--- config.mk ---
export PLATFORM = sky130hd
export DESIGN_NAME = dpp_top
export DESIGN_NICKNAME = d
export VERILOG_FILES = /design/src/common/dpp_pkg.sv /design/src/hw/dpp_top.sv /design/src/hw/dpp_clk_fwd.sv
export SDC_FILE = /design/constraint.sdc
export NUM_CORES = 1
export LEC_CHECK = 0
export BUFFER_PORTS_ARGS = -buffer_cell sky130_fd_sc_hd__buf_2
export CAP_MARGIN = 20
export CORE_UTILIZATION = 56
export CTS_CLUSTER_DIAMETER = 60
export DETAILED_ROUTE_END_ITERATION = 16
export PLACE_DENSITY = 0.74
export SYNTH_ARGS = -nofsm -noshare
export SYNTH_HDL_FRONTEND = slang
export SYNTH_SLANG_ARGS = --single-unit
--- constraint.sdc ---
create_clock -name sys_clk_in -period 23.8 [get_ports sys_clk_in]
set_clock_uncertainty 0.05 [all_clocks]
set_input_delay 4.76 -clock sys_clk_in [delete_from_list [all_inputs] [get_ports sys_clk_in]]
set_output_delay 4.76 -clock sys_clk_in [all_outputs]
set_load 0.01 [all_outputs]
--- src/common/dpp_pkg.sv ---
// Package for the debug probe power/config block: register map, reset values, timing.
// Assumes a single 25 MHz system clock and a synchronous active-high reset.
package dpp_pkg;
  localparam int unsigned CLK_HZ = 25000000;
  localparam int unsigned ADDR_W = 16;
  localparam int unsigned DATA_W = 8;
  // Register map
  localparam logic [15:0] PFE_OFFSET = 16'h0120;
  localparam logic [7:0] PFE_RESET = 8'hFF;
  localparam logic [7:0] PFE_RSVD_MASK = 8'hF8;
  localparam int unsigned PFE_EXT_OFF_BIT = 2;
  localparam int unsigned PFE_SLOW_CLOCK_N_BIT = 1;
  localparam int unsigned PFE_GUARD_BIT = 0;
  // Status register of the block's own state
  localparam logic [15:0] STATUS_OFFSET = 16'h0124;
  localparam int unsigned ST_SLEEP_BIT = 0;
  localparam int unsigned ST_SLOW_BIT = 1;
  localparam int unsigned ST_UART_BIT = 2;
  localparam int unsigned ST_HIGHV_BIT = 3;
  // Timing
  localparam int unsigned ENUM_TIMEOUT_S = 5;
  localparam int unsigned ENUM_TIMEOUT_CYC = ENUM_TIMEOUT_S * CLK_HZ;
  localparam int unsigned LED_BOOT_MS = 200;
  localparam int unsigned LED_BOOT_CYC = LED_BOOT_MS * (CLK_HZ / 1000);
  localparam int unsigned LED_FLASH_MS = 50;
  localparam int unsigned LED_FLASH_CYC = LED_FLASH_MS * (CLK_HZ / 1000);
  // Forwarded clock frequencies
  localparam int unsigned FAST_HI_HZ = 16000000;
  localparam int unsigned FAST_LO_HZ = 8000000;
  localparam int unsigned SLOW_HZ = 1000000;
  localparam int unsigned PHASE_W = 24;
  // Phase-accumulator increments: inc = f * 2^PHASE_W / CLK_HZ
  localparam logic [23:0] INC_16M = 24'(64'(FAST_HI_HZ) * 64'h1000000 / 64'(CLK_HZ));
  localparam logic [23:0] INC_8M = 24'(64'(FAST_LO_HZ) * 64'h1000000 / 64'(CLK_HZ));
  localparam logic [23:0] INC_1M = 24'(64'(SLOW_HZ) * 64'h1000000 / 64'(CLK_HZ));
  localparam int unsigned TMR_W = 28;
  typedef enum logic [1:0] {
    DPP_BOOT = 2'b00,
    DPP_RUN = 2'b01,
    DPP_SLEEP = 2'b10
  } dpp_state_t;
endpackage

--- src/hw/dpp_top.sv ---
// Debug probe power/config block: config register, sleep timer, UART gating, LED, clock out.
// Assumes a plain register port on the system clock; pins from outside are synchronised.
// Functional notes
// - Serial pins toward the target stay undriven until terminal DTR is asserted.
// - Status LED lights briefly at power-up, is off normally, flashes during link activity.
// - The forwarded clock is 8 MHz at a 3.3V target and 16 MHz at a 5.0V target.
// - With extended-off cleared and no USB enumeration within five seconds, enter deep sleep.
// - In deep sleep the clock out, serial port and program/debug link are all disabled.
// - With the low-power bit cleared the forwarded clock runs at 1 MHz, else at default.
// - In low-power mode USB and the serial port keep working.
// - With the guard bit set, protected configuration writes to the target are blocked.
// - The config register sits at offset 0x0120 and resets to 0xFF.
// - At reset value the clock, serial port, debugging and unprotected programming work; protected configuration writes are blocked.
//
// The implementer's own choice: the address-and-strobe port.
`timescale 1ns/1ps
module dpp_top
#(
  parameter int unsigned ENUM_TIMEOUT = dpp_pkg::ENUM_TIMEOUT_CYC, // Enumeration wait
  parameter int unsigned LED_BOOT = dpp_pkg::LED_BOOT_CYC, // Power-up LED time
  parameter int unsigned LED_FLASH = dpp_pkg::LED_FLASH_CYC // Activity blink half-period
)
(
  input wire logic sys_clk_in, // 25 MHz clock
  input wire logic reset_in, // Synchronous reset, high
  input wire logic [dpp_pkg::ADDR_W-1:0] reg_addr_in, // Register address
  input wire logic [dpp_pkg::DATA_W-1:0] reg_wdata_in, // Write data
  input wire logic reg_wr_in, // Write strobe
  input wire logic reg_rd_in, // Read strobe
  output logic [dpp_pkg::DATA_W-1:0] reg_rdata_out, // Read data, cycle after strobe
  input wire logic usb_enum_ok_in, // USB enumerated (pin)
  input wire logic dtr_in, // Terminal DTR (pin)
  input wire logic target_high_v_in, // Target at 5.0V (pin)
  input wire logic host_uart_tx_in, // Data from host toward target
  output logic host_uart_rx_out, // Data from target toward host
  output logic uart_tx_out, // Serial pin toward target
  output logic uart_tx_oe_out, // Output enable of the serial pin
  input wire logic uart_rx_in, // Serial pin from target
  input wire logic link_req_in, // Host program/debug request
  input wire logic link_prot_in, // Request writes protected config
  output logic link_go_out, // Request passed to the link
  output logic link_blocked_out, // Request refused
  output logic clk_fwd_out, // Forwarded clock
  output logic led_out, // Status LED, high lights
  output logic sleep_out // Deep sleep
);
  import dpp_pkg::*;
  // Synchroniser stages for pins
  logic [3:0] sync1_q, sync2_q;
  logic enum_s, dtr_s, highv_s, urx_s;
  // Register and state
  logic [2:0] cfg_q, cfg_d;
  logic [DATA_W-1:0] rdata_q, rdata_d;
  dpp_state_t state_q, state_d;
  logic [TMR_W-1:0] tmr_q, tmr_d;
  logic [TMR_W-1:0] led_tmr_q, led_tmr_d;
  logic led_q, led_d;
  logic active_q, active_d;
  logic [TMR_W-1:0] act_tmr_q, act_tmr_d;
  logic utx_q, utx_d, uoe_q, uoe_d, urx_q, urx_d;
  logic go_q, go_d, blk_q, blk_d;
  logic sleep_q, sleep_d;
  logic [PHASE_W-1:0] inc;
  logic clk_en;
  logic usable;

  // Two-flop synchronisers on the external pins
  always_ff @(posedge sys_clk_in)
  begin
    if (reset_in)
    begin
      sync1_q <= 4'h0;
      sync2_q <= 4'h0;
    end
    else
    begin
      sync1_q <= {uart_rx_in, target_high_v_in, dtr_in, usb_enum_ok_in};
      sync2_q <= sync1_q;
    end
  end
  assign enum_s = sync2_q[0];
  assign dtr_s = sync2_q[1];
  assign highv_s = sync2_q[2];
  assign urx_s = sync2_q[3];

  // Register port: write and read-back
  always_comb
  begin
    cfg_d = cfg_q;
    rdata_d = 8'h00;
    if (reg_wr_in && reg_addr_in == PFE_OFFSET)
    begin
      cfg_d = reg_wdata_in[2:0]; // Upper bits dropped
    end
    if (reg_rd_in)
    begin
      if (reg_addr_in == PFE_OFFSET)
      begin
        rdata_d = PFE_RSVD_MASK | {5'h00, cfg_q};
      end
      else if (reg_addr_in == STATUS_OFFSET)
      begin
        rdata_d = 8'h00;
        rdata_d[ST_SLEEP_BIT] = sleep_q;
        rdata_d[ST_SLOW_BIT] = ~cfg_q[PFE_SLOW_CLOCK_N_BIT];
        rdata_d[ST_UART_BIT] = uoe_q;
        rdata_d[ST_HIGHV_BIT] = highv_s;
      end
    end
  end

  // Power state: boot window, run, deep sleep
  always_comb
  begin
    state_d = state_q;
    tmr_d = tmr_q;
    sleep_d = sleep_q;
    unique case (state_q)
      DPP_BOOT:
      begin
        tmr_d = tmr_q + 28'h0000001;
        if (enum_s)
        begin
          state_d = DPP_RUN;
        end
        else if (tmr_q >= TMR_W'(ENUM_TIMEOUT - 1))
        begin
          // Late enumeration only tolerated when extended-off is set
          if (!cfg_q[PFE_EXT_OFF_BIT])
          begin
            state_d = DPP_SLEEP;
            sleep_d = 1'b1;
          end
          else
          begin
            state_d = DPP_RUN;
          end
        end
      end
      DPP_RUN:
      begin
        state_d = DPP_RUN;
      end
      DPP_SLEEP:
      begin
        // Deep sleep is left only by power cycling
        state_d = DPP_SLEEP;
      end
      default:
      begin
        state_d = DPP_BOOT;
      end
    endcase
  end

  // Everything usable unless asleep
  assign usable = !sleep_q;
  // Clock select: 1 MHz when slow, else voltage dependent
  assign inc = !cfg_q[PFE_SLOW_CLOCK_N_BIT] ? INC_1M :
               (highv_s ? INC_16M : INC_8M);
  assign clk_en = usable;

  // Serial gating and program/debug link filter
  always_comb
  begin
    // DTR and deep sleep gate; low-power mode does not touch this path
    uoe_d = usable && dtr_s;
    utx_d = uoe_d ? host_uart_tx_in : 1'b0;
    urx_d = uoe_d ? urx_s : 1'b1;
    go_d = 1'b0;
    blk_d = 1'b0;
    if (link_req_in && usable)
    begin
      if (link_prot_in && cfg_q[PFE_GUARD_BIT])
      begin
        blk_d = 1'b1;
      end
      else
      begin
        go_d = 1'b1;
      end
    end
    else if (link_req_in)
    begin
      blk_d = 1'b1;
    end
  end

  // Status LED: boot flash, off, blink while link busy
  always_comb
  begin
    led_tmr_d = led_tmr_q;
    led_d = 1'b0;
    active_d = active_q;
    act_tmr_d = act_tmr_q;
    if (led_tmr_q < TMR_W'(LED_BOOT))
    begin
      led_tmr_d = led_tmr_q + 28'h0000001;
      led_d = 1'b1;
    end
    // Activity is stretched so short requests still show
    if (go_q)
    begin
      active_d = 1'b1;
      act_tmr_d = '0;
    end
    else if (active_q)
    begin
      act_tmr_d = act_tmr_q + 28'h0000001;
      if (act_tmr_q >= TMR_W'(4 * LED_FLASH - 1))
      begin
        active_d = 1'b0;
      end
    end
    if (active_q && led_tmr_q >= TMR_W'(LED_BOOT))
    begin
      led_d = (act_tmr_q / TMR_W'(LED_FLASH)) % 2 == 0;
    end
  end

  // State registers
  always_ff @(posedge sys_clk_in)
  begin
    if (reset_in)
    begin
      cfg_q <= PFE_RESET[2:0];
      rdata_q <= 8'h00;
      state_q <= DPP_BOOT;
      tmr_q <= '0;
      sleep_q <= 1'b0;
      uoe_q <= 1'b0;
      utx_q <= 1'b0;
      urx_q <= 1'b1;
      go_q <= 1'b0;
      blk_q <= 1'b0;
      led_tmr_q <= '0;
      led_q <= 1'b0;
      active_q <= 1'b0;
      act_tmr_q <= '0;
    end
    else
    begin
      cfg_q <= cfg_d;
      rdata_q <= rdata_d;
      state_q <= state_d;
      tmr_q <= tmr_d;
      sleep_q <= sleep_d;
      uoe_q <= uoe_d;
      utx_q <= utx_d;
      urx_q <= urx_d;
      go_q <= go_d;
      blk_q <= blk_d;
      led_tmr_q <= led_tmr_d;
      led_q <= led_d;
      active_q <= active_d;
      act_tmr_q <= act_tmr_d;
    end
  end

  // Forwarded clock
  dpp_clk_fwd u_clk_fwd
  (
    .sys_clk_in(sys_clk_in),
    .reset_in(reset_in),
    .enable_in(clk_en),
    .inc_in(inc),
    .clk_out(clk_fwd_out)
  );

  assign reg_rdata_out = rdata_q;
  assign uart_tx_out = utx_q;
  assign uart_tx_oe_out = uoe_q;
  assign host_uart_rx_out = urx_q;
  assign link_go_out = go_q;
  assign link_blocked_out = blk_q;
  assign led_out = led_q;
  assign sleep_out = sleep_q;
endmodule // dpp_top

--- src/hw/dpp_clk_fwd.sv ---
// Forwarded clock generator: phase accumulator, one output pulse per forwarded period.
// Assumes the increment is chosen by the caller; output is a registered pulse train.
`timescale 1ns/1ps
module dpp_clk_fwd
(
  input wire logic sys_clk_in, // System clock
  input wire logic reset_in, // Synchronous reset
  input wire logic enable_in, // Run the clock when high
  input wire logic [dpp_pkg::PHASE_W-1:0] inc_in, // Phase increment
  output logic clk_out // Forwarded clock pulse, one cycle high per wrap
);
  import dpp_pkg::*;
  logic [PHASE_W-1:0] phase_q, phase_d;
  logic clk_q, clk_d;
  logic [PHASE_W:0] sum;
  // Sum with carry; a phase MSB cannot show rates above half the system clock
  assign sum = {1'b0, phase_q} + {1'b0, inc_in};
  // Next phase; held at zero when stopped so restart is glitch free
  always_comb
  begin
    phase_d = '0;
    clk_d = 1'b0;
    if (enable_in)
    begin
      phase_d = sum[PHASE_W-1:0];
      clk_d = sum[PHASE_W]; // One pulse per wrap
    end
  end
  // Registers
  always_ff @(posedge sys_clk_in)
  begin
    if (reset_in)
    begin
      phase_q <= '0;
      clk_q <= 1'b0;
    end
    else
    begin
      phase_q <= phase_d;
      clk_q <= clk_d;
    end
  end
  assign clk_out = clk_q;
endmodule // dpp_clk_fwd

# Word-level counts from Yosys, hierarchy flattened
# Index checks and enable logic that the tools add are counted.
# Widths: inputs -> output; s select.
# totals
register_bits	138
in_bits	35
out_inout_bits	16
elab_cells	69
# op_classes
addsub	4
n_div	1
magnitude_cmp	4
eq_ne	5
muxes	17
n_bitwise	6
reduce_logical	14
# ops
op	n
$add 28x1->28 const B	3
$ge 28x23->1 const B	2
$mux 24	2
$div 28x21->32 const B	1
$eq 16x9->1 const B	2
$logic_not 32->1	1
$ge 28x27->1 const B	1
$lt 28x23->1 const B	1
$add 24x24->25	1
$reduce_or 2->1	5
$mux 1	9
$mux 8	1
$mux 2	3
$not 1->1	6
$pmux 2 s3	1
$logic_and 1x1->1	5
$mux 4	1
$reduce_and 4->1	1
$ne 3x3->1 const B	1
$eq 2x1->1 const B	1
$eq 2x2->1 const B	1
$logic_not 2->1	1
$logic_not 1->1	1

# Longest topological paths before layout
# Gate-level depths: netlist of the first run.
# depth
ltp_word	4
mapped_depth	41
ltp_nobuf	31

# Hierarchy
# Synthesis of the first run repeated with hierarchy kept, for this count alone.
# hier_totals
hier_cells	1474
hier_area_um2	11423.5
# modules_own_cells
module	n_inst	cells_each	area_each_um2	seq_area_each_um2
dpp_top	1	1230	9369.0	2202.1
dpp_clk_fwd	1	244	2054.5	500.5

# Least setup slack after synthesis of the first run
# OpenSTA, ideal clock, no wires.
# synth_timing
path_kind	register to register
startpoint	register act_tmr_q[11]
endpoint	register led_q, in the netlist led_out
setup_ns	0.069
arrival_ns	8.498
required_ns	23.681
path_slack_ns	15.183
stages_incl_launch_ff	37
path_buffers	5
synth_period_minus_slack_ns	8.617
path_cell_list	dfxtp_1 -> buf_6 -> o211a_4 -> o311a_1 -> buf_4 -> nor4_1 -> a31oi_1 -> a41oi_2 -> o21ai_1 -> maj3_1 -> a21o_1 -> a21o_1 -> buf_6 -> a21boi_0 -> buf_2 -> nor3_1 -> xnor2_1 -> or3_1 -> a21o_1 -> mux2i_1 -> o22a_1 -> o21a_1 -> buf_2 -> mux2i_1 -> xnor2_1 -> or4_4 -> o31a_4 -> a211oi_1 -> xor2_1 -> a21boi_2 -> nor4_4 -> o31ai_1 -> a211o_1 -> a31oi_1 -> inv_1 -> or4_1 -> o21ai_1
# synth_via
elab_chain_len	3
# synth_rtl
item	line_no	rtl
from (decl)	dpp_top.sv:59	logic [TMR_W-1:0] act_tmr_q, act_tmr_d;
from (signal assigned)	dpp_top.sv:256	act_tmr_q <= act_tmr_d;
$div 28x21->32	dpp_top.sv:217	led_d = (act_tmr_q / TMR_W'(LED_FLASH)) % 2 == 0;
$logic_not 32->1	dpp_top.sv:217	
$mux 1	dpp_top.sv:215	if (active_q && led_tmr_q >= TMR_W'(LED_BOOT))
to (signal assigned)	dpp_top.sv:254	led_q <= led_d;
to (decl)	dpp_top.sv:57	logic led_q, led_d;
# Every way passes these cells.
# A chain may end at the register's enable or synchronous reset.

# Worst setup path in the final report of the first run
# layout_timing
startpoint	register act_tmr_q[12]
endpoint	register led_q, in the netlist led_out
# The elaborated chain is that of the path after synthesis.

==> metrics, run 1 <==
run status complete, no violations; largest area contributor in the netlist sky130_fd_sc_hd__dfxtp_1; unrepaired setup endpoints after global routing false; arrival time reported for the critical path endpoint 12.17 ns; post-CTS setup buffers 0; proportion of synthesized chip area in sequential cells 24.6%; P&R area growth vs syn 8.45%; end of the worst register-to-register path led_out$_SDFF_PP0_; number of I/O pins 51; gate count of the mapped netlist 1416; largest incremental delay on the critical path 0.82 ns; DRC violation total after the first TritonRoute iteration 749; final total negative setup slack 0 ns; share of flip-flops with an asynchronous set or reset after synthesis 0%; count of filler cells inserted in the layout 1708; Crit Path Max Fanout 23; Final Net Count 1480; H-tree depth reported by CTS 4; crit share post-route 50.0%; share of the synthesized area in the top cell type 24.6%; Max IR drop VDD 44.6 uV; clock tree root driver cell sky130_fd_sc_hd__clkbuf_16; number of flops mapped to enable cells by yosys 0; first drt pass iteration count 5; Worst Hold Slack 0.370 ns; routed wire length per instance 15.2 um; reg2reg setup slack 11.89 ns; number of non-filler instances in the completed layout 1690; initial core utilization 57.9%; antenna violation net count after detailed routing 0; pin count of the biggest net entering global routing 73; maximum clock frequency 0.0840 GHz; post-route DRC violation count 0; leading post-synthesis cells by cell area sky130_fd_sc_hd__dfxtp_1 (25%), sky130_fd_sc_hd__xnor2_1 (6.9%), sky130_fd_sc_hd__nor2_1 (6.4%), sky130_fd_sc_hd__xor2_1 (5.3%), sky130_fd_sc_hd__nand2_1 (3.8%); Cell variety after synth 113; HPWL Detailed 18800 um; post-cts repair resize count 0; number of hold-slack violations in the final timing report 0; class of the tightest hold or removal check reg2reg; worst hold start sync2_q[3]$_SDFF_PP0_; routed via count divided by cell count 6.01; TritonCTS sink count 135; post-route cell area 11900 um2; overall track demand over capacity in global routing 25.6%; site row count 50; antenna violations before repair 0; Pwr Total 624 uW; total of endpoints with negative setup slack in the final report 0; most frequently used cell type in the post-synthesis netlist sky130_fd_sc_hd__nor2_1; wire length of the first global-routing pass 43200 um; Clk pin slew, worst setup/hold paths 0.06 ns; cell count after placement 1657; clock tree from TritonCTS built; clock latency on the worst-skew pair 0.41 ns; Synth Flop Type sky130_fd_sc_hd__dfxtp_1; static power due to leakage 4.45 nW; fraction of layout instances using a drive strength above 1 9.72%; die width 142 um; via count of the routed design 10200; classification of the worst setup path reg2reg; overall routed net length 25700 um; Max-Cap Viols 0; number of nets in the synthesized netlist 1479; cell area after synthesis 11000 um2; hold-fix buffers at CTS 0; slew margin rel. 28.2%; total grt overflow 0; Syn. warnings 0; pre-CTS worst setup slack 11.93 ns; RePlAce Congestion 0.939; nature of the critical path startpoint flop; Register-to-Register Path Depth 32; Port-buffer cells 45; most common library cells after synthesis sky130_fd_sc_hd__nor2_1 (186), sky130_fd_sc_hd__dfxtp_1 (135), sky130_fd_sc_hd__nand2_1 (111); number of antenna repair diodes 0; area of placed instances 11200 um2; FF+latch count, synth 135; data required time of the worst path 24.06 ns; library cell contributing the largest single delay on the critical path sky130_fd_sc_hd__a21oi_2; transition time of the tightest slew-check pin 1.08 ns; crit path to led_out$_SDFF_PP0_; Core Area 19000 um2; area of the multi-input gates 7810 um2; pwr/cell area 52.4 nW/um2; number of global-route vias before repair 9079; worst reg2reg path startpoint act_tmr_q[12]$_SDFFE_PP0P_; worst setup slack after layout 11.89 ns; register cell area after layout 2700 um2; min Tclk post-route 11.91 ns; number of CTS-inserted buffers 17; Crit. Startpoint act_tmr_q[12]$_SDFFE_PP0P_; Synth Area per Inst 7.76 um2; die area 20200 um2; utilization after layout 62.8%; CP Capture Type flop; Die Y 142 um; deepest clock path buffer count 2; count of pins over their slew limit 0
## kinds of logic (layout without fill, tap and decap cells)
logic type | count (synthesis) | after routing | share of synthesized area [%]
compound gates | 378 | 378 | 25.7
xor+xnor | 158 | 158 | 13.1
fa+ha+maj | 31 | 31 | 3.53
buf+inv | 104 | 118 | 4.24
flops | 135 | 135 | 24.6
mux | 23 | 23 | 2.28
simple gates | 587 | 587 | 26.6
## where the power goes
group	total, mW	switching, mW	internal, mW	leakage, nW
clock network	0.301	0.100	0.200	0.332
logic	0.0772	0.0406	0.0366	3.02
registers	0.246	0.00647	0.240	1.10
## layout make-up
type                            count  area share [%]
Clock buffer                       18            3.69
Multi-Input combinational cell   1177            65.6
Timing Repair Buffer               48            2.06
Clock inverter                     14            2.03
Inverter                           38            1.20
Sequential cell                   135            22.7
Tap cell                          260            2.73
## worst min-delay path by stage
stage               cells after the start                           to  slack (ns)
finish                                  1  host_uart_rx_out$_SDFF_PP1_        0.37
global route                            1  host_uart_rx_out$_SDFF_PP1_        0.39
CTS                                     1        sync2_q[2]$_SDFF_PP0_        0.38
detailed placement                      1  host_uart_rx_out$_SDFF_PP1_        0.37
global placement                        1        sync2_q[2]$_SDFF_PP0_        0.37
floorplan                               1  host_uart_rx_out$_SDFF_PP1_        0.34
## worst max-delay path: cells and delay by family (launching register included)
family,cells,cell delay [ns]
buffers and inverters,2,0.34
multiplexers,2,0.73
AO/OA/AOI/OAI,20,7.31
flip-flops,1,0.79
XOR/XNOR,1,0.20
AND/OR/NAND/NOR,7,2.35
## routing by layer
layer,vias to the layer above,share of wire (%),global-route usage (%)
li1,5176,-,-
met1,4713,49,35.8
met2,223,45,40.8
met3,45,3.6,3.36
met4,0,1.9,7.87
met5,-,0,0
## sequential cells by signal, summed over array words and instances (netlist names)
name / cells
host_uart_rx_out: 1
link_go_out: 1
led_out: 1
uart_tx_oe_out: 1
tmr_q: 28
sync2_q: 4
state_q: 2
link_blocked_out: 1
sync1_q: 4
cfg_q: 3
reg_rdata_out: 5
u_clk_fwd.clk_out: 1
u_clk_fwd.phase_q: 24
act_tmr_q: 28
active_q: 1
led_tmr_q: 28
uart_tx_out: 1
sleep_out: 1
## cells in the final DEF, fill, tap and decap left out, types with 6 or more instances in the layout
master / n
sky130_fd_sc_hd__a211oi_1: 20
sky130_fd_sc_hd__and4_1: 7
sky130_fd_sc_hd__buf_2: 46
sky130_fd_sc_hd__a21boi_0: 6
sky130_fd_sc_hd__nand3_1: 52
sky130_fd_sc_hd__nand2b_1: 12
sky130_fd_sc_hd__inv_1: 38
sky130_fd_sc_hd__o21ai_0: 52
sky130_fd_sc_hd__xnor2_1: 87
sky130_fd_sc_hd__or4_1: 10
sky130_fd_sc_hd__and2_1: 15
sky130_fd_sc_hd__a21oi_2: 6
sky130_fd_sc_hd__nor4_1: 15
sky130_fd_sc_hd__bufinv_16: 6
sky130_fd_sc_hd__and3_1: 25
sky130_fd_sc_hd__nor3_1: 46
sky130_fd_sc_hd__a31oi_1: 20
sky130_fd_sc_hd__nor2_1: 186
sky130_fd_sc_hd__o211a_1: 8
sky130_fd_sc_hd__xor2_1: 67
sky130_fd_sc_hd__o21ai_1: 11
sky130_fd_sc_hd__clkbuf_16: 17
sky130_fd_sc_hd__o21bai_1: 9
sky130_fd_sc_hd__a21oi_1: 81
sky130_fd_sc_hd__a311oi_1: 6
sky130_fd_sc_hd__or2_2: 9
sky130_fd_sc_hd__a211o_1: 12
sky130_fd_sc_hd__ha_1: 27
sky130_fd_sc_hd__o211ai_1: 16
sky130_fd_sc_hd__or3_1: 19
sky130_fd_sc_hd__a21o_1: 19
sky130_fd_sc_hd__nor2b_1: 28
sky130_fd_sc_hd__nand2_1: 111
sky130_fd_sc_hd__o21a_1: 16
sky130_fd_sc_hd__dfxtp_1: 135
sky130_fd_sc_hd__nand4_1: 25
sky130_fd_sc_hd__o22ai_1: 7
sky130_fd_sc_hd__mux2i_1: 16
(Power assumes the default switching activity.)
==> run 2, diff against run 1 <==
--- a/config.mk
+++ b/config.mk
@@ -10,7 +10,7 @@
 export CORE_UTILIZATION = 56
 export CTS_CLUSTER_DIAMETER = 60
 export DETAILED_ROUTE_END_ITERATION = 16
-export PLACE_DENSITY = 0.74
+export PLACE_DENSITY = 0.77
 export SYNTH_ARGS = -nofsm -noshare
 export SYNTH_HDL_FRONTEND = slang
 export SYNTH_SLANG_ARGS = --single-unit
==> constraint.sdc (replaced) <==
create_clock -name sys_clk_in -period 9.6 [get_ports sys_clk_in]
set_clock_uncertainty 0.05 [all_clocks]
set_input_delay 1.92 -clock sys_clk_in [delete_from_list [all_inputs] [get_ports sys_clk_in]]
set_output_delay 1.92 -clock sys_clk_in [all_outputs]
set_load 0.01 [all_outputs]
==> metrics, run 2 (synthesized netlist as in run 1, its figures left out) <==
run status complete, no violations; GR Layer Usage met2 45.4%; TritonCTS sink count 135; total of endpoints with negative setup slack in the final report 0; highest-count cells in the layout ignoring fill and taps sky130_fd_sc_hd__nor2_1 (184), sky130_fd_sc_hd__dfxtp_1 (132), sky130_fd_sc_hd__nand2_1 (111), sky130_fd_sc_hd__buf_4 (92), sky130_fd_sc_hd__xnor2_1 (86); die width 142 um; area of the multi-input gates 7970 um2; RePlAce Congestion 0.975; deepest clock path buffer count 2; slew margin rel. 52.9%; CP Capture Type flop; post-route DRC violation count 0; via count of the routed design 10700; met3 track utilization from global routing 3.67%; Die Y 142 um; initial core utilization 57.9%; Crit Path Max Fanout 18; library cell contributing the largest single delay on the critical path sky130_fd_sc_hd__or4_4; maximum clock frequency 0.110 GHz; unrepaired setup endpoints after global routing false; Global Route met1 Usage 36.6%; pin count of the biggest net entering global routing 73; total grt overflow 0; routed via count divided by cell count 6.01; Final Net Count 1570; overall track demand over capacity in global routing 27.2%; Core Area 19000 um2; data required time of the worst path 9.85 ns; overall routed net length 27100 um; clock latency on the worst-skew pair 0.41 ns; HPWL Detailed 20200 um; routed wire length per instance 15.2 um; Max IR drop VDD 145 uV; number of I/O pins 51; clock tree root driver cell sky130_fd_sc_hd__clkbuf_16; class of the tightest hold or removal check reg2reg; largest incremental delay on the critical path 0.60 ns; first drt pass iteration count 5; transition time of the tightest slew-check pin 0.702 ns; most congested layer reported by global routing met2; Worst Hold Slack 0.372 ns; classification of the worst setup path reg2reg; die area 20200 um2; count of pins over their slew limit 0; min Tclk post-route 9.11 ns; arrival time reported for the critical path endpoint 9.35 ns; clock tree from TritonCTS built; DRC violation total after the first TritonRoute iteration 781; number of global-route vias before repair 9849; site row count 50; static power due to leakage 4.85 nW; Port-buffer cells 45; antenna violation net count after detailed routing 0; H-tree depth reported by CTS 4; number of CTS-inserted buffers 17; pwr/cell area 109 nW/um2; nature of the critical path startpoint flop; Max-Cap Viols 0; wire length of the first global-routing pass 45800 um; number of antenna repair diodes 0; register cell area after layout 2710 um2; crit share post-route 94.9%; P&R area growth vs syn 14.5%; fraction of layout instances using a drive strength above 1 16.5%; number of hold-slack violations in the final timing report 0; final total negative setup slack 0 ns; antenna violations before repair 0; commonest non-fill, non-tap cell in the layout sky130_fd_sc_hd__nor2_1; count of filler cells inserted in the layout 1584; Regs by FF count act_tmr_q x28, led_tmr_q x28, tmr_q x28; Clk pin slew, worst setup/hold paths 0.05 ns
run 2: repair_timing:
item | CTS | global route
endpoints found under the setup margin | 0 | 1
hold buffers | 0 | 0
resized for setup | 0 | 38
setup buffers | 0 | 3
run 2: final timing paths:
| path | startpoint | to | slack, ns | cells past startpoint |
|---|---|---|---|---|
| setup / recovery | act_tmr_q[21]$_SDFFE_PP0P_ | led_out$_SDFF_PP0_ | 0.49 | 33 |
| hold / removal | sync2_q[3]$_SDFF_PP0_ | host_uart_rx_out$_SDFF_PP1_ | 0.37 | 1 |
| setup reg to reg | act_tmr_q[21]$_SDFFE_PP0P_ | led_out$_SDFF_PP0_ | 0.49 | 33 |
| hold reg to reg | sync2_q[3]$_SDFF_PP0_ | host_uart_rx_out$_SDFF_PP1_ | 0.37 | 1 |
run 2: final cells by class:
cell class                      count  share of cell area, %
Multi-Input combinational cell   1177                   63.4
Tap cell                          260                   2.59
Clock buffer                       25                   3.86
Inverter                           38                   1.13
Timing Repair Buffer              138                   7.37
Sequential cell                   135                   21.5
Clock inverter                      4                  0.179
run 2: critical path: cells and delay by family (launching register included):
family	cells	cell delay, ns
AND/OR/NAND/NOR	7	2.76
AO/OA/AOI/OAI	22	4.77
XOR/XNOR	1	0.15
buffers and inverters	2	0.41
flip-flops	1	0.44
adder cells (fa/ha/maj)	1	0.40
run 2: where the power goes:
| group | total (mW) | switching [mW] | internal [mW] | leakage (nW) |
|---|---|---|---|---|
| clock | 0.564 | 0.220 | 0.345 | 0.249 |
| sequential | 0.612 | 0.0165 | 0.595 | 1.10 |
| combinational | 0.189 | 0.0990 | 0.0900 | 3.50 |
run 2: stage by stage:
stage | cells | area, um2 | power [mW] | setup WS (ns) | util [%]
after floorplan | 1416 | 11000 | 0.772 | 0.983 | -
after global placement | 1745 | 11900 | 0.798 | 0.321 | 62.7
after detailed placement | 1745 | 11900 | 0.809 | 0.214 | 62.7
after CTS | 1774 | 12400 | 1.37 | 0.188 | 65.4
after global routing | 1777 | 12600 | 1.43 | 0.00911 | 66.3
final | 1777 | 12600 | 1.37 | 0.492 | 66.3
run 2: layer usage:
metal  share of wire (%)  vias to the layer above
met5                   0                        -
met1                  47                     5030
met3                 4.0                       44
met4                 1.7                        0
li1                    -                     5342
met2                  48                      261
==> run 3, diff against run 2 <==
--- a/config.mk
+++ b/config.mk
@@ -7,10 +7,13 @@
 export LEC_CHECK = 0
 export BUFFER_PORTS_ARGS = -buffer_cell sky130_fd_sc_hd__buf_2
 export CAP_MARGIN = 20
-export CORE_UTILIZATION = 56
+export CELL_PAD_IN_SITES_DETAIL_PLACEMENT = 1
+export CELL_PAD_IN_SITES_GLOBAL_PLACEMENT = 2
+export CORE_UTILIZATION = 34
 export CTS_CLUSTER_DIAMETER = 60
 export DETAILED_ROUTE_END_ITERATION = 16
-export PLACE_DENSITY = 0.77
+export PLACE_DENSITY_LB_ADDON = 0.1
 export SYNTH_ARGS = -nofsm -noshare
 export SYNTH_HDL_FRONTEND = slang
 export SYNTH_SLANG_ARGS = --single-unit
+export TNS_END_PERCENT = 5
==> metrics, run 3 (synthesized netlist as in run 1, its figures left out) <==
most frequent cell on the critical path sky130_fd_sc_hd__buf_4; area of the multi-input gates 8010 um2; Clk pin slew, worst setup/hold paths 0.06 ns; DRC violation total after the first TritonRoute iteration 373; total grt overflow 0; overall routed net length 33500 um; number of CTS-inserted buffers 17; Max-Cap Viols 0; RePlAce Congestion 0.852; static power due to leakage 5.12 nW; worst reg2reg path startpoint act_tmr_q[11]$_SDFFE_PP0P_; number of hold-slack violations in the final timing report 0; crit share post-route 95.0%; arrival time reported for the critical path endpoint 9.43 ns; overall track demand over capacity in global routing 20.4%; Max IR drop VDD 132 uV; pin count of the biggest net entering global routing 62; class of the tightest hold or removal check reg2reg; HPWL Detailed 26000 um; largest incremental delay on the critical path 0.62 ns; library cell contributing the largest single delay on the critical path sky130_fd_sc_hd__or4_4; antenna violation net count after detailed routing 0; min Tclk post-route 9.12 ns; hold-fix buffers at CTS 0; CP Capture Type flop; deepest clock path buffer count 2; site row count 65; P&R area growth vs syn 20.8%; Die Y 182 um; commonest non-fill, non-tap cell in the layout sky130_fd_sc_hd__nor2_1; data required time of the worst path 9.91 ns; Register-to-Register Path Depth 34; die width 182 um; post-route DRC violation count 0; classification of the worst setup path reg2reg; highest-count cells in the layout ignoring fill and taps sky130_fd_sc_hd__nor2_1 (184), sky130_fd_sc_hd__buf_4 (140), sky130_fd_sc_hd__dfxtp_1 (133), sky130_fd_sc_hd__nand2_1 (111), sky130_fd_sc_hd__xnor2_1 (86); number of global-route vias before repair 10900; pwr/cell area 114 nW/um2; Worst Hold Slack 0.365 ns; total of endpoints with negative setup slack in the final report 0; count of pins over their slew limit 0; nature of the critical path startpoint flop; count of filler cells inserted in the layout 3894; Final Net Count 1618; Regs by FF count act_tmr_q x28, led_tmr_q x28, tmr_q x28; routed via count divided by cell count 5.48; TritonCTS sink count 135; end of the worst register-to-register path led_out$_SDFF_PP0_; run status complete, no violations; Core Area 31600 um2; Crit Path Max Fanout 10; crit path to led_out$_SDFF_PP0_; clock tree root driver cell sky130_fd_sc_hd__clkbuf_16; Port-buffer cells 45; fraction of layout instances using a drive strength above 1 19.9%; transition time of the tightest slew-check pin 0.751 ns; H-tree depth reported by CTS 4; antenna violations before repair 0; via count of the routed design 10800; wire length of the first global-routing pass 55600 um; initial core utilization 34.7%; die area 33000 um2; reg2reg setup slack 0.48 ns; clock latency on the worst-skew pair 0.42 ns; routed wire length per instance 17.0 um; Pwr Total 1.51 mW; number of antenna repair diodes 0; Crit. Startpoint act_tmr_q[11]$_SDFFE_PP0P_; number of I/O pins 51; slew margin rel. 49.5%; first drt pass iteration count 5; clock tree from TritonCTS built; register cell area after layout 2710 um2; maximum clock frequency 0.110 GHz
==> run 3: cell types whose count changed in the layout (fill, tap and decap cells not counted), moves of 3 or more <==
cell,previous run,this run
sky130_fd_sc_hd__nor3_2,0,4
sky130_fd_sc_hd__buf_4,92,140
sky130_fd_sc_hd__clkinvlp_4,1,4
sky130_fd_sc_hd__o21ai_1,10,7
sky130_fd_sc_hd__bufinv_16,0,4
sky130_fd_sc_hd__clkbuf_1,5,1
==> run 3: critical path: cells and delay by family, from the launching register on <==
family	cells	cell delay (ns)
simple gates	6	2.36
mux	1	0.38
flops	1	0.33
compound gates	19	4.50
xor+xnor	3	0.59
buf+inv	5	0.86
==> run 3: report_power, final <==
part | internal, mW | total (mW) | switching, mW
Combinational | 0.0907 | 0.194 | 0.104
Sequential | 0.595 | 0.611 | 0.0165
Clock | 0.448 | 0.701 | 0.253
==> run 3: stage by stage <==
step                      worst slack (ns)  instances  cell area [um2]  utilization (%)  TNS [ns]
after detailed placement            -0.110       1935            12400             39.3    -0.110
after floorplan                      0.983       1416            11000                -         0
after global routing               -0.0190       1970            13300             41.9   -0.0190
after global placement              -0.103       1935            12400             39.3    -0.103
after CTS                           0.0471       1967            13100             41.3         0
final                                0.477       1970            13300             41.9         0
==> run 3: how the worst min path moves through the flow <==
stage | start | endpoint | cells after the start
after CTS | sync2_q[3]$_SDFF_PP0_ | host_uart_rx_out$_SDFF_PP1_ | 1
after detailed placement | sync2_q[3]$_SDFF_PP0_ | host_uart_rx_out$_SDFF_PP1_ | 1
after global placement | sync2_q[3]$_SDFF_PP0_ | host_uart_rx_out$_SDFF_PP1_ | 1
after floorplan | sync2_q[3]$_SDFF_PP0_ | host_uart_rx_out$_SDFF_PP1_ | 1
final | sync2_q[3]$_SDFF_PP0_ | host_uart_rx_out$_SDFF_PP1_ | 1
after global routing | sync2_q[3]$_SDFF_PP0_ | host_uart_rx_out$_SDFF_PP1_ | 1
==> run 3: layer usage <==
layer	routed length, um	global-route usage, %
met5	0	0
met4	397	3.83
met3	548	2.67
met2	16100	34.6
met1	16500	27.6
==> run 3: timing repair <==
| item | CTS | global route |
|---|---|---|
| cloned | 0 | 1 |
| resized for setup | 3 | 41 |
| pin swaps | 0 | 2 |
| buffers inserted | 0 | 2 |
| setup endpoints to repair | 1 | 1 |
==> run 3: area by class of cell <==
type / instances / share of cell area, %
clock buffers: 20 / 3.44
clock inverters: 12 / 1.31
inverters: 38 / 1.07
multi-input cells: 1178 / 60.4
flip-flops and latches: 135 / 20.4
well taps: 402 / 3.79
repair buffers: 185 / 9.62
